[src/rtl/pm_cap_map.svh]
// Offsets, field positions, reset values and fixed codes of the power-management block
`ifndef PM_CAP_MAP_SVH
`define PM_CAP_MAP_SVH
// Configuration dword offsets
`define PM_HDR_DW        6'h11
`define PM_CSR_DW        6'h12
// Byte offsets of the 16-bit words
`define PM_HDR_OFS       8'h44
`define PM_CAP_OFS       8'h46
`define PM_CSR_OFS       8'h48
`define PM_EXT_OFS       8'h4a
// Header codes
`define PM_CAP_ID        8'h01
`define PM_NEXT_PTR      8'h00
// Capabilities word fields
`define CAP_D3COLD_BIT   15
`define CAP_WAKE_D3H_BIT 14
`define CAP_WAKE_D2_BIT  13
`define CAP_WAKE_LO_HI   12
`define CAP_D2_BIT       10
`define CAP_AUX_BIT      4
`define CAP_VERSION      3'h1
`define CAP_RESET        16'h4001
// Control and status word fields
`define CSR_STS_BIT      15
`define CSR_ENB_BIT      8
`define CSR_RESET        16'h0000
`define EXT_RESET        16'h0000
// Power state codes
`define PS_D0            2'h0
`define PS_D1            2'h1
`define PS_D2            2'h2
`define PS_D3HOT         2'h3
// Strap defaults of the capability programming bits
`define PROG_D3COLD_RST  1'b0
`define PROG_WAKE_D2_RST 1'b1
`define PROG_D2_RST      1'b1
`endif

[src/rtl/pm_cap_pkg.sv]
// Types shared by the power-management capability block
`default_nettype none
package pm_cap_pkg;
  // Device power state
  typedef enum logic [1:0] {
    PWR_D0    = 2'b00,
    PWR_D1    = 2'b01,
    PWR_D2    = 2'b10,
    PWR_D3HOT = 2'b11
  } power_state_field_t;
endpackage
`default_nettype wire
[src/rtl/pci_power_mgmt_capability_regs.sv]
// Power-management capability registers of the link function
`include "pm_cap_map.svh"
`default_nettype none
module pci_power_mgmt_capability_regs
  import pm_cap_pkg::*;
(
  // Clock and reset
  input  wire logic        clk,
  input  wire logic        rst_n,
  // Reset of programming bits, power-on only
  input  wire logic        por_n,
  // Configuration access, dword addressed
  input  wire logic        cfg_rd,
  input  wire logic        cfg_wr,
  input  wire logic [5:0]  cfg_dw_addr,
  input  wire logic [3:0]  cfg_be,
  input  wire logic [31:0] cfg_wdata,
  output logic      [31:0] cfg_rdata,
  // Capability programming from the miscellaneous register
  input  wire logic        prog_wr,
  input  wire logic        prog_d3cold,
  input  wire logic        prog_wake_d2,
  input  wire logic        prog_d2,
  // Wake source and outputs
  input  wire logic        wake_event,
  output logic             wake_n,
  output logic             func_reset,
  output logic [1:0]       power_state
);

  // Programming bits, set to strap defaults only by power-on reset
  logic       prog_d3cold_reg;
  logic       prog_wake_d2_reg;
  logic       prog_d2_reg;
  // Control and status state
  logic       wake_status_reg;
  logic       wake_enable_reg;
  power_state_field_t pstate_reg;
  // Output flops
  logic [31:0] rdata_reg;
  logic        wake_n_reg;
  logic        func_reset_reg;

  // Decoded accesses
  wire         hit_hdr     = (cfg_dw_addr == `PM_HDR_DW);
  wire         hit_csr     = (cfg_dw_addr == `PM_CSR_DW);
  wire         wr_csr_lo   = cfg_wr && hit_csr && cfg_be[0];
  wire         wr_csr_hi   = cfg_wr && hit_csr && cfg_be[1];
  wire [1:0]   ps_wdata    = cfg_wdata[1:0];
  wire         ps_write_ok = wr_csr_lo && (ps_wdata != `PS_D1);
  wire         sts_clear   = wr_csr_hi && cfg_wdata[`CSR_STS_BIT];
  wire         enb_next    = wr_csr_hi ? cfg_wdata[`CSR_ENB_BIT] : wake_enable_reg;
  power_state_field_t  ps_next;
  assign ps_next = ps_write_ok ? power_state_field_t'(ps_wdata) : pstate_reg;
  // Leaving D3hot for D0 triggers the internal function reset
  wire         d3_exit     = (pstate_reg == PWR_D3HOT) && (ps_next == PWR_D0);
  // Status: set beats clear, set independent of enable
  wire         sts_next    = wake_event | (wake_status_reg & ~sts_clear);

  // Capabilities word assembly
  wire [15:0]  cap_word;
  assign cap_word = {prog_d3cold_reg,
                     1'b1,
                     prog_wake_d2_reg,
                     2'b00,
                     prog_d2_reg,
                     1'b0,
                     1'b0, 2'b00, 1'b0,
                     1'b1,
                     1'b0,
                     `CAP_VERSION};
  // Control and status word, unused bits zero
  wire [15:0]  csr_word = {wake_status_reg, 6'h00, wake_enable_reg,
                           6'h00, pstate_reg};
  // Header dword and CSR dword (extension upper half is zero)
  wire [31:0]  hdr_dword = {cap_word, `PM_NEXT_PTR, `PM_CAP_ID};
  wire [31:0]  csr_dword = {`EXT_RESET, csr_word};
  wire [31:0]  rd_mux    = hit_hdr ? hdr_dword : (hit_csr ? csr_dword : 32'h0000_0000);

  // Programming bits: only power-on reset touches them
  always_ff @(posedge clk or negedge por_n) begin
    if (!por_n) begin
      prog_d3cold_reg  <= `PROG_D3COLD_RST;
      prog_wake_d2_reg <= `PROG_WAKE_D2_RST;
      prog_d2_reg      <= `PROG_D2_RST;
    end else if (prog_wr) begin
      prog_d3cold_reg  <= prog_d3cold;
      prog_wake_d2_reg <= prog_wake_d2;
      prog_d2_reg      <= prog_d2;
    end
  end

  // Control and status word; function reset never reaches it
  always_ff @(posedge clk or negedge rst_n) begin
    if (!rst_n) begin
      wake_status_reg <= 1'b0;
      wake_enable_reg <= 1'b0;
      pstate_reg      <= PWR_D0;
    end else begin
      wake_status_reg <= sts_next;
      wake_enable_reg <= enb_next;
      pstate_reg      <= ps_next;
    end
  end

  // Output flops
  always_ff @(posedge clk or negedge rst_n) begin
    if (!rst_n) begin
      rdata_reg      <= 32'h0000_0000;
      wake_n_reg     <= 1'b1;
      func_reset_reg <= 1'b0;
    end else begin
      rdata_reg      <= cfg_rd ? rd_mux : rdata_reg;
      wake_n_reg     <= ~(sts_next & enb_next);
      func_reset_reg <= d3_exit;
    end
  end

  assign cfg_rdata   = rdata_reg;
  assign wake_n      = wake_n_reg;
  assign func_reset  = func_reset_reg;
  assign power_state = pstate_reg;

  // Checks
  wake_gate_a: assert property (@(posedge clk) disable iff (!rst_n)
    !wake_n |-> (wake_status_reg && wake_enable_reg))
    else $error("wake asserted without status and enable");
  sts_sticky_a: assert property (@(posedge clk) disable iff (!rst_n)
    wake_event |=> wake_status_reg)
    else $error("wake status missed an event");
  sts_clear_a: assert property (@(posedge clk) disable iff (!rst_n)
    (sts_clear && !wake_event) |=> (!wake_status_reg && wake_n))
    else $error("status clear failed");
  d1_ignore_a: assert property (@(posedge clk) disable iff (!rst_n)
    (wr_csr_lo && ps_wdata == `PS_D1) |=> $stable(pstate_reg))
    else $error("D1 write changed power state");
  state_write_a: assert property (@(posedge clk) disable iff (!rst_n)
    (wr_csr_lo && ps_wdata != `PS_D1) |=> (pstate_reg == $past(ps_wdata)))
    else $error("power state write lost");
  func_reset_a: assert property (@(posedge clk) disable iff (!rst_n)
    func_reset |-> ($past(pstate_reg) == PWR_D3HOT && pstate_reg == PWR_D0))
    else $error("function reset without D3hot exit");
  keep_enable_a: assert property (@(posedge clk) disable iff (!rst_n)
    func_reset |-> $stable(wake_enable_reg))
    else $error("function reset disturbed control word");
  cap_fixed_a: assert property (@(posedge clk) disable iff (!rst_n)
    (cap_word & 16'h5bff) == 16'h4011)
    else $error("fixed capability bits wrong");
  hdr_read_a: assert property (@(posedge clk) disable iff (!rst_n)
    (cfg_rd && hit_hdr) |=> (cfg_rdata[15:0] == 16'h0001))
    else $error("capability header wrong");
  ext_zero_a: assert property (@(posedge clk) disable iff (!rst_n)
    (cfg_rd && hit_csr) |=> (cfg_rdata[31:16] == 16'h0000
                             && cfg_rdata[14:9] == 6'h00))
    else $error("extension or reserved bits nonzero");

  // Capability programming loads
  // D3cold wake bit follows its programming input
  cap_d3c_load_a: assert property (@(posedge clk) disable iff (!por_n)
    prog_wr |=> (cap_word[`CAP_D3COLD_BIT] == $past(prog_d3cold)))
    else $error("D3cold wake bit not loaded");

  // D2 wake mask bit follows its programming input
  cap_wd2_load_a: assert property (@(posedge clk) disable iff (!por_n)
    prog_wr |=> (cap_word[`CAP_WAKE_D2_BIT] == $past(prog_wake_d2)))
    else $error("D2 wake mask bit not loaded");

  // D2 capable bit follows its programming input
  cap_d2_load_a: assert property (@(posedge clk) disable iff (!por_n)
    prog_wr |=> (cap_word[`CAP_D2_BIT] == $past(prog_d2)))
    else $error("D2 capable bit not loaded");

  // Programming bits move only on a load, PCI reset or not
  prog_keep_a: assert property (@(posedge clk) disable iff (!por_n)
    !prog_wr |=> $stable({prog_d3cold_reg, prog_wake_d2_reg, prog_d2_reg}))
    else $error("programming bits changed without a load");

  // Capability read path
  // Fixed wake mask bits on the read bus
  mask_read_a: assert property (@(posedge clk) disable iff (!rst_n)
    (cfg_rd && hit_hdr) |=> (cfg_rdata[30] && cfg_rdata[28:27] == 2'b00))
    else $error("fixed wake mask bits wrong");

  // D3cold wake bit as read
  d3cold_read_a: assert property (@(posedge clk) disable iff (!rst_n)
    (cfg_rd && hit_hdr) |=> (cfg_rdata[31] == $past(prog_d3cold_reg)))
    else $error("D3cold wake bit read wrong");

  // D2 wake mask bit as read
  wake_d2_read_a: assert property (@(posedge clk) disable iff (!rst_n)
    (cfg_rd && hit_hdr) |=> (cfg_rdata[29] == $past(prog_wake_d2_reg)))
    else $error("D2 wake mask bit read wrong");

  // D2 capable as programmed, D1 never
  d2_read_a: assert property (@(posedge clk) disable iff (!rst_n)
    (cfg_rd && hit_hdr) |=> (cfg_rdata[26] == $past(prog_d2_reg) && !cfg_rdata[25]))
    else $error("state capability bits read wrong");

  // Dynamic data, init, clock and reserved bits read zero
  zero_fields_a: assert property (@(posedge clk) disable iff (!rst_n)
    (cfg_rd && hit_hdr) |=> (cfg_rdata[24:21] == 4'h0 && !cfg_rdata[19]))
    else $error("zero capability fields read nonzero");

  // Auxiliary power flag reads one
  aux_read_a: assert property (@(posedge clk) disable iff (!rst_n)
    (cfg_rd && hit_hdr) |=> cfg_rdata[16 + `CAP_AUX_BIT])
    else $error("auxiliary power flag read zero");

  // Version field reads its fixed code
  version_read_a: assert property (@(posedge clk) disable iff (!rst_n)
    (cfg_rd && hit_hdr) |=> (cfg_rdata[18:16] == `CAP_VERSION))
    else $error("version field read wrong");

  // Control word
  // Whole control word as read
  csr_read_a: assert property (@(posedge clk) disable iff (!rst_n)
    (cfg_rd && hit_csr) |=> (cfg_rdata[15:0] == {$past(wake_status_reg), 6'h00,
                             $past(wake_enable_reg), 6'h00, $past(pstate_reg)}))
    else $error("control word read wrong");

  // Unused control bits read zero
  csr_zero_a: assert property (@(posedge clk) disable iff (!rst_n)
    (cfg_rd && hit_csr) |=> (cfg_rdata[14:9] == 6'h00 && cfg_rdata[7:2] == 6'h00))
    else $error("unused control bits nonzero");

  // Enable takes the written bit
  enable_write_a: assert property (@(posedge clk) disable iff (!rst_n)
    wr_csr_hi |=> (wake_enable_reg == $past(cfg_wdata[`CSR_ENB_BIT])))
    else $error("wake enable write lost");

  // Enable changes only by a write, function reset or not
  enable_keep_a: assert property (@(posedge clk) disable iff (!rst_n)
    !wr_csr_hi |=> $stable(wake_enable_reg))
    else $error("wake enable changed without a write");

  // Power state changes only by a write
  state_keep_a: assert property (@(posedge clk) disable iff (!rst_n)
    !wr_csr_lo |=> $stable(pstate_reg))
    else $error("power state changed without a write");

  // Function reset lasts one cycle
  reset_pulse_a: assert property (@(posedge clk) disable iff (!rst_n)
    func_reset |=> !func_reset)
    else $error("function reset longer than one cycle");

  // Leaving D3hot for D0 always fires the function reset
  d3_exit_fire_a: assert property (@(posedge clk) disable iff (!rst_n)
    (wr_csr_lo && ps_wdata == `PS_D0 && pstate_reg == PWR_D3HOT) |=> func_reset)
    else $error("D3hot exit without function reset");

  // D2 write lands
  d2_write_a: assert property (@(posedge clk) disable iff (!rst_n)
    (wr_csr_lo && ps_wdata == `PS_D2) |=> (power_state == `PS_D2))
    else $error("D2 write lost");

  // D3hot write lands
  d3_write_a: assert property (@(posedge clk) disable iff (!rst_n)
    (wr_csr_lo && ps_wdata == `PS_D3HOT) |=> (power_state == `PS_D3HOT))
    else $error("D3hot write lost");

  // D0 write lands
  d0_write_a: assert property (@(posedge clk) disable iff (!rst_n)
    (wr_csr_lo && ps_wdata == `PS_D0) |=> (power_state == `PS_D0))
    else $error("D0 write lost");

  // Wake output
  // Status and enable together drive the wake output
  wake_on_a: assert property (@(posedge clk) disable iff (!rst_n)
    (wake_status_reg && wake_enable_reg) |-> !wake_n)
    else $error("wake output missing");

  // Cleared enable blocks the wake output
  enable_block_a: assert property (@(posedge clk) disable iff (!rst_n)
    !wake_enable_reg |-> wake_n)
    else $error("wake output while disabled");

  // Status is sticky until cleared
  status_keep_a: assert property (@(posedge clk) disable iff (!rst_n)
    (wake_status_reg && !sts_clear) |=> wake_status_reg)
    else $error("wake status lost");

  // Writing zero to the status bit has no effect
  zero_write_a: assert property (@(posedge clk) disable iff (!rst_n)
    (wr_csr_hi && !cfg_wdata[`CSR_STS_BIT] && wake_status_reg) |=> wake_status_reg)
    else $error("zero write cleared wake status");

  // A new event wins over a clear in the same cycle
  set_wins_a: assert property (@(posedge clk) disable iff (!rst_n)
    (wake_event && sts_clear) |=> wake_status_reg)
    else $error("clear beat a wake event");

endmodule
`default_nettype wire

[config.mk]
export PLATFORM = sky130hd
export DESIGN_NAME = pci_power_mgmt_capability_regs
export DESIGN_NICKNAME = d
export VERILOG_FILES = /design/src/rtl/pm_cap_pkg.sv /design/src/rtl/pci_power_mgmt_capability_regs.sv
export VERILOG_INCLUDE_DIRS = /design/src /design/src/rtl
export SDC_FILE = /design/constraint.sdc
export NUM_CORES = 1
export LEC_CHECK = 0
export BUFFER_PORTS_ARGS = -buffer_cell sky130_fd_sc_hd__buf_2
export CAP_MARGIN = 30
export CORE_MARGIN = 2
export CORE_UTILIZATION = 36
export DETAILED_ROUTE_END_ITERATION = 12
export PLACE_DENSITY = 0.79
export SYNTH_ARGS = -nofsm -noshare
export SYNTH_HDL_FRONTEND = slang
export SYNTH_SLANG_ARGS = --single-unit
[constraint.sdc]
create_clock -name clk -period 1.4 [get_ports clk]
set_clock_uncertainty 0.15 [all_clocks]
set_input_delay 0.28 -clock clk [delete_from_list [all_inputs] [get_ports clk]]
set_output_delay 0.28 -clock clk [all_outputs]
set_load 0.02 [all_outputs]
## After elaboration in Yosys (flattened, before gate mapping)

Cells that the tools add are included.

| storage, ports and cells | value |
|---|---|
| output and inout bits | 36 |
| register bits | 41 |
| logic and storage cells | 29 |

| cells by class | value |
|---|---|
| equality and inequality tests | 4 |
| reduce and logical (&&, ||, !) cells | 7 |
| mux-type cells | 4 |
| bitwise logic cells | 5 |

Operators by type and width:

| kind | count |
|---|---|
| $mux 32 | 1 |
| $mux 16 | 1 |
| $eq 6x5->1 const B | 2 |
| $logic_and 1x1->1 | 6 |
| $and 1x1->1 | 2 |
| $eq 2x2->1 const B | 1 |
| $logic_not 2->1 | 1 |
| $mux 2 | 1 |
| $ne 2x1->1 const B | 1 |
| $not 1->1 | 2 |
| $mux 1 | 1 |
| $or 1x1->1 | 1 |

## Longest topological paths before layout

| logic depth | value |
|---|---|
| word-level depth | 9 |
| mapped depth | 4 |
| depth with buffers taken out | 3 |

## Least setup slack after synthesis

OpenSTA, ideal clock, no wires.

| timing | value |
|---|---|
| kind | input -> register |
| start point | input port cfg_dw_addr[5] |
| end point | register pstate_reg[1] (netlist: power_state[1]) |
| path slack | -0.390 ns |
| arrival time | 1.522 ns |
| path buffers | 0 |
| setup time | 0.118 ns |
| required time | 1.132 ns |
| stages on the path | 3 |
| path through | or4b_4 or4_4 a21o_1 |

| between the ends | value |
|---|---|
| cells in the longest elaborated chain, start to end | 5 |

Ends and longest elaborated chain:

| element | line | RTL |
|---|---|---|
| start: declaration | pci_power_mgmt_capability_regs.sv:15 | `input wire logic [5:0] cfg_dw_addr,` |
| $eq 6x5->1 (no line) | -- |  |
| $logic_and 1x1->1 (2 in a row) | pci_power_mgmt_capability_regs.sv:47 | `wire wr_csr_lo = cfg_wr && hit_csr && cfg_be[0];` |
| $logic_and 1x1->1 | pci_power_mgmt_capability_regs.sv:50 | `` wire ps_write_ok = wr_csr_lo && (ps_wdata != `PS_D1); `` |
| $mux 2 | pci_power_mgmt_capability_regs.sv:54 | `assign ps_next = ps_write_ok ? power_state_field_t'(ps_wdata) : pstate_reg;` |
| net ps_next[1] | pci_power_mgmt_capability_regs.sv:53 | `power_state_field_t ps_next;` |
| end signal: assignment | pci_power_mgmt_capability_regs.sv:102 | `pstate_reg <= ps_next;` |
| end: declaration | pci_power_mgmt_capability_regs.sv:38 | `power_state_field_t pstate_reg;` |

The timed path passes the listed nets, and every way through them passes these cells.
A chain may end at the register's enable or synchronous reset.

## Worst setup path in the final report

| timing | value |
|---|---|
| start point | input port cfg_dw_addr[2] |
| end point | register pstate_reg[1] (netlist: power_state[1]) |

Same word-level chain as after synthesis.

==> results.sh <==
export IMPL_status="finished, violations left"
export IMPL_violations="negative setup slack"
export IMPL_crit_path_end_kind="flip-flop"
export IMPL_wire_per_inst_um=11.2
export IMPL_ys_warn_count=0
export IMPL_cts_tree="built"
export IMPL_pwr_share_comb_pct=18.8
export IMPL_post_place_ws_ns=-0.547
export IMPL_switching_power_uw=285
export IMPL_crit_buf_inv=1
export IMPL_cp_cell_sequence="buf_6 -> or4b_4 -> or4_4 -> a21o_1"
export IMPL_dp_hpwl_um=1540
export IMPL_arrival_ns=1.63
export IMPL_p_leak_uw=0.000590
export IMPL_synth_simple_gate_area_share_pct=14.3
export IMPL_antennaDiodeCount=0
export IMPL_grt_pass1_vias=653
export IMPL_totalWireLength_um=1870
export IMPL_cts_max_level=1
export IMPL_core_sq_um=2480
export IMPL_grt_max_degree=17
export IMPL_cts_buffers=3
export IMPL_path_delay_family="simple AND/OR/NAND/NOR gates"
export IMPL_track_usage_pct=13.0
export IMPL_synth_adder_area_share_pct=0
export IMPL_vias=726
export IMPL_largest_reg_flops=8
export IMPL_synthMuxAreaShare_pct=6.03
export IMPL_synth_area_sq_um=933
export IMPL_fmax_ghz=0.624
export IMPL_setup_ws_ns=-0.203
export IMPL_rsz0062_at_grt="yes"
export IMPL_syn_area_per_cell_sq_um=9.62
export IMPL_slowest_stage="or4_4"
export IMPL_fin_crit_sh_pct=114
export IMPL_clk_pin_slew_ns=0.10
export IMPL_clock_path_buffers=2
export IMPL_power_sequential_fraction_pct=54.6
export IMPL_p_per_area_nw_per_um2=859
export IMPL_crit_required_ns=1.43
export IMPL_clkSinkCount=17
export IMPL_period_needed_ns=1.60
export IMPL_area_delta_synth_final_pct=21.3
export IMPL_final_hold_viol_count=0
export IMPL_synth_top_family_by_area="buffers and inverters"
export IMPL_ys_ff_latch=17
export IMPL_dieArea_sq_um=3020
export IMPL_whs_ns=0.0145
export IMPL_start_util_pct=37.7
export IMPL_die_w_um=54.9
export IMPL_placementRows=18
export IMPL_grt_pass1_wl_um=2700
export IMPL_io_buffers=35
export IMPL_fp_dieH_um=54.9
export IMPL_slowest_delay_ns=0.55
export IMPL_grt_overflow_total=0
export IMPL_drv_cap=0
export IMPL_antenna_found_initial=0
export IMPL_path_max_fanout=3
export IMPL_p_sw_share_pct=29.3
export IMPL_first_pass_iters=6
export IMPL_synth_xor_area_share_pct=0
export IMPL_synth_distinct_cells=24
export IMPL_cp_start_kind="input pin"
export IMPL_postRouteAntennaNets=0
export IMPL_final_util_pct=45.7
export IMPL_gp_congestion=0.700
export IMPL_crit_type="in2reg"
export IMPL_ir_drop_mv=0.631
export IMPL_pwr_share_clk_pct=26.6
export IMPL_synth_compound_area_share_pct=9.12
export IMPL_hold_path_class="in2reg"
export IMPL_layout_common_cells="buf_2, conb_1, dfrtp_1"
export IMPL_drive_gt1_share_pct=40.1
export IMPL_fin_nets=190
export IMPL_setup_viol=5
export IMPL_internal_power_uw=688
export IMPL_via_per_inst=4.35
export IMPL_layout_commonest_cell="buf_2"
export IMPL_yosysSeqAreaShare_pct=46.0
export IMPL_drcViolationCount=0
export IMPL_drt_iter0_markers=14
export IMPL_slew_violations=0
export IMPL_ioPinCount=88
export IMPL_cts_root_buffer="clkbuf_4"
export IMPL_postSynthCellCount=97
export IMPL_clkLatencyLatePin_ns=0.28
-- worst paths after layout --
kind / startpoint / end / slack [ns] / depth (start not counted)
hold reg to reg: prog_d3cold_reg$_DFFE_PN0P_ / prog_d3cold_reg$_DFFE_PN0P_ / 0.38 / 1
max in group asynchronous: rst_n / wake_n$_DFF_PN1_ / 0.55 / 2
min in group asynchronous: por_n / prog_d3cold_reg$_DFFE_PN0P_ / 0.15 / 2
hold / removal: cfg_wdata[1] / func_reset$_DFF_PN0_ / 0.01 / 2
setup reg to reg: wake_status_reg$_DFF_PN0_ / wake_n$_DFF_PN1_ / 0.31 / 3
setup / recovery: cfg_dw_addr[2] / power_state[1]$_DFF_PN0_ / -0.20 / 4
-- power groups by stage --
stage	logic [uW]	registers (uW)	clock network, uW
detailed placement	172	540	0
CTS	182	531	266
finish	183	532	258
global placement	166	538	0
floorplan	145	548	0
global route	202	534	291
-- cell type report --
class | instances | area, sq um
clock buffer | 3 | 22.5
clock inverter | 1 | 5.00
fill | 251 | 1350
inverter | 10 | 37.5
multi-input combinational | 65 | 363
sequential | 17 | 429
tap | 30 | 37.5
timing repair buffer | 41 | 238
-- per-stage QoR --
step	std cells	total power, uW	instance area, sq um	setup TNS, ns
after floorplan	118	693	1010	-1.84
after global placement	160	705	1060	-2.59
after detailed placement	160	712	1060	-2.74
after CTS	167	978	1130	-0.917
after global routing	167	1030	1130	-0.906
final	167	973	1130	-0.852
-- routing by layer --
layer / track usage (%) / part of all wire, % / vias up
met5: 0 / 0 / -
met1: 13.3 / 37 / 332
met2: 22.4 / 53 / 37
met4: 8.54 / 1.5 / 0
li1: - / - / 353
met3: 4.30 / 8.1 / 4
-- cells by family after synthesis --
group           Yosys count
mux                       5
simple gates             24
buf+inv                  36
compound gates           14
other cells               1
flops                    17
-- cells in the mapped netlist (all sizes together) --
cell    number  area share [%]
o21ai        3             1.6
nor4         1            0.67
o22ai        7             4.7
nor2         1            0.40
clkbuf       2            0.80
a21oi        1            0.54
dfstp        3             8.4
conb         1            0.40
o21a         1            0.80
nand3        1            0.54
nand2b       1            0.67
mux2         5             6.0
or4          1             1.2
dfrtp       14              38
nand2       12             4.8
nor3         2             1.6
nor4b        1            0.94
inv         10             4.0
or4b         1             1.5
a31oi        1            0.67
nor2b        3             2.0
buf         24              19
a21o         1            0.80
-- what timing repair did --
action | CTS | global route
endpoints found under the setup margin | 6 | 6
endpoints found under the hold margin | 16 | 0
hold buffers | 2 | 0
gates resized for setup | 3 | 1
setup buffers | 1 | 0
pin swaps | 4 | 2
-- worst reg2reg max path, stage by stage (launching register included) --
cell     delay, ns
dfrtp_1       0.41
nor2b_1       0.14
o21ai_0       0.07
mux2_2        0.26
Note: power is estimated with default switching activity, not from simulation.
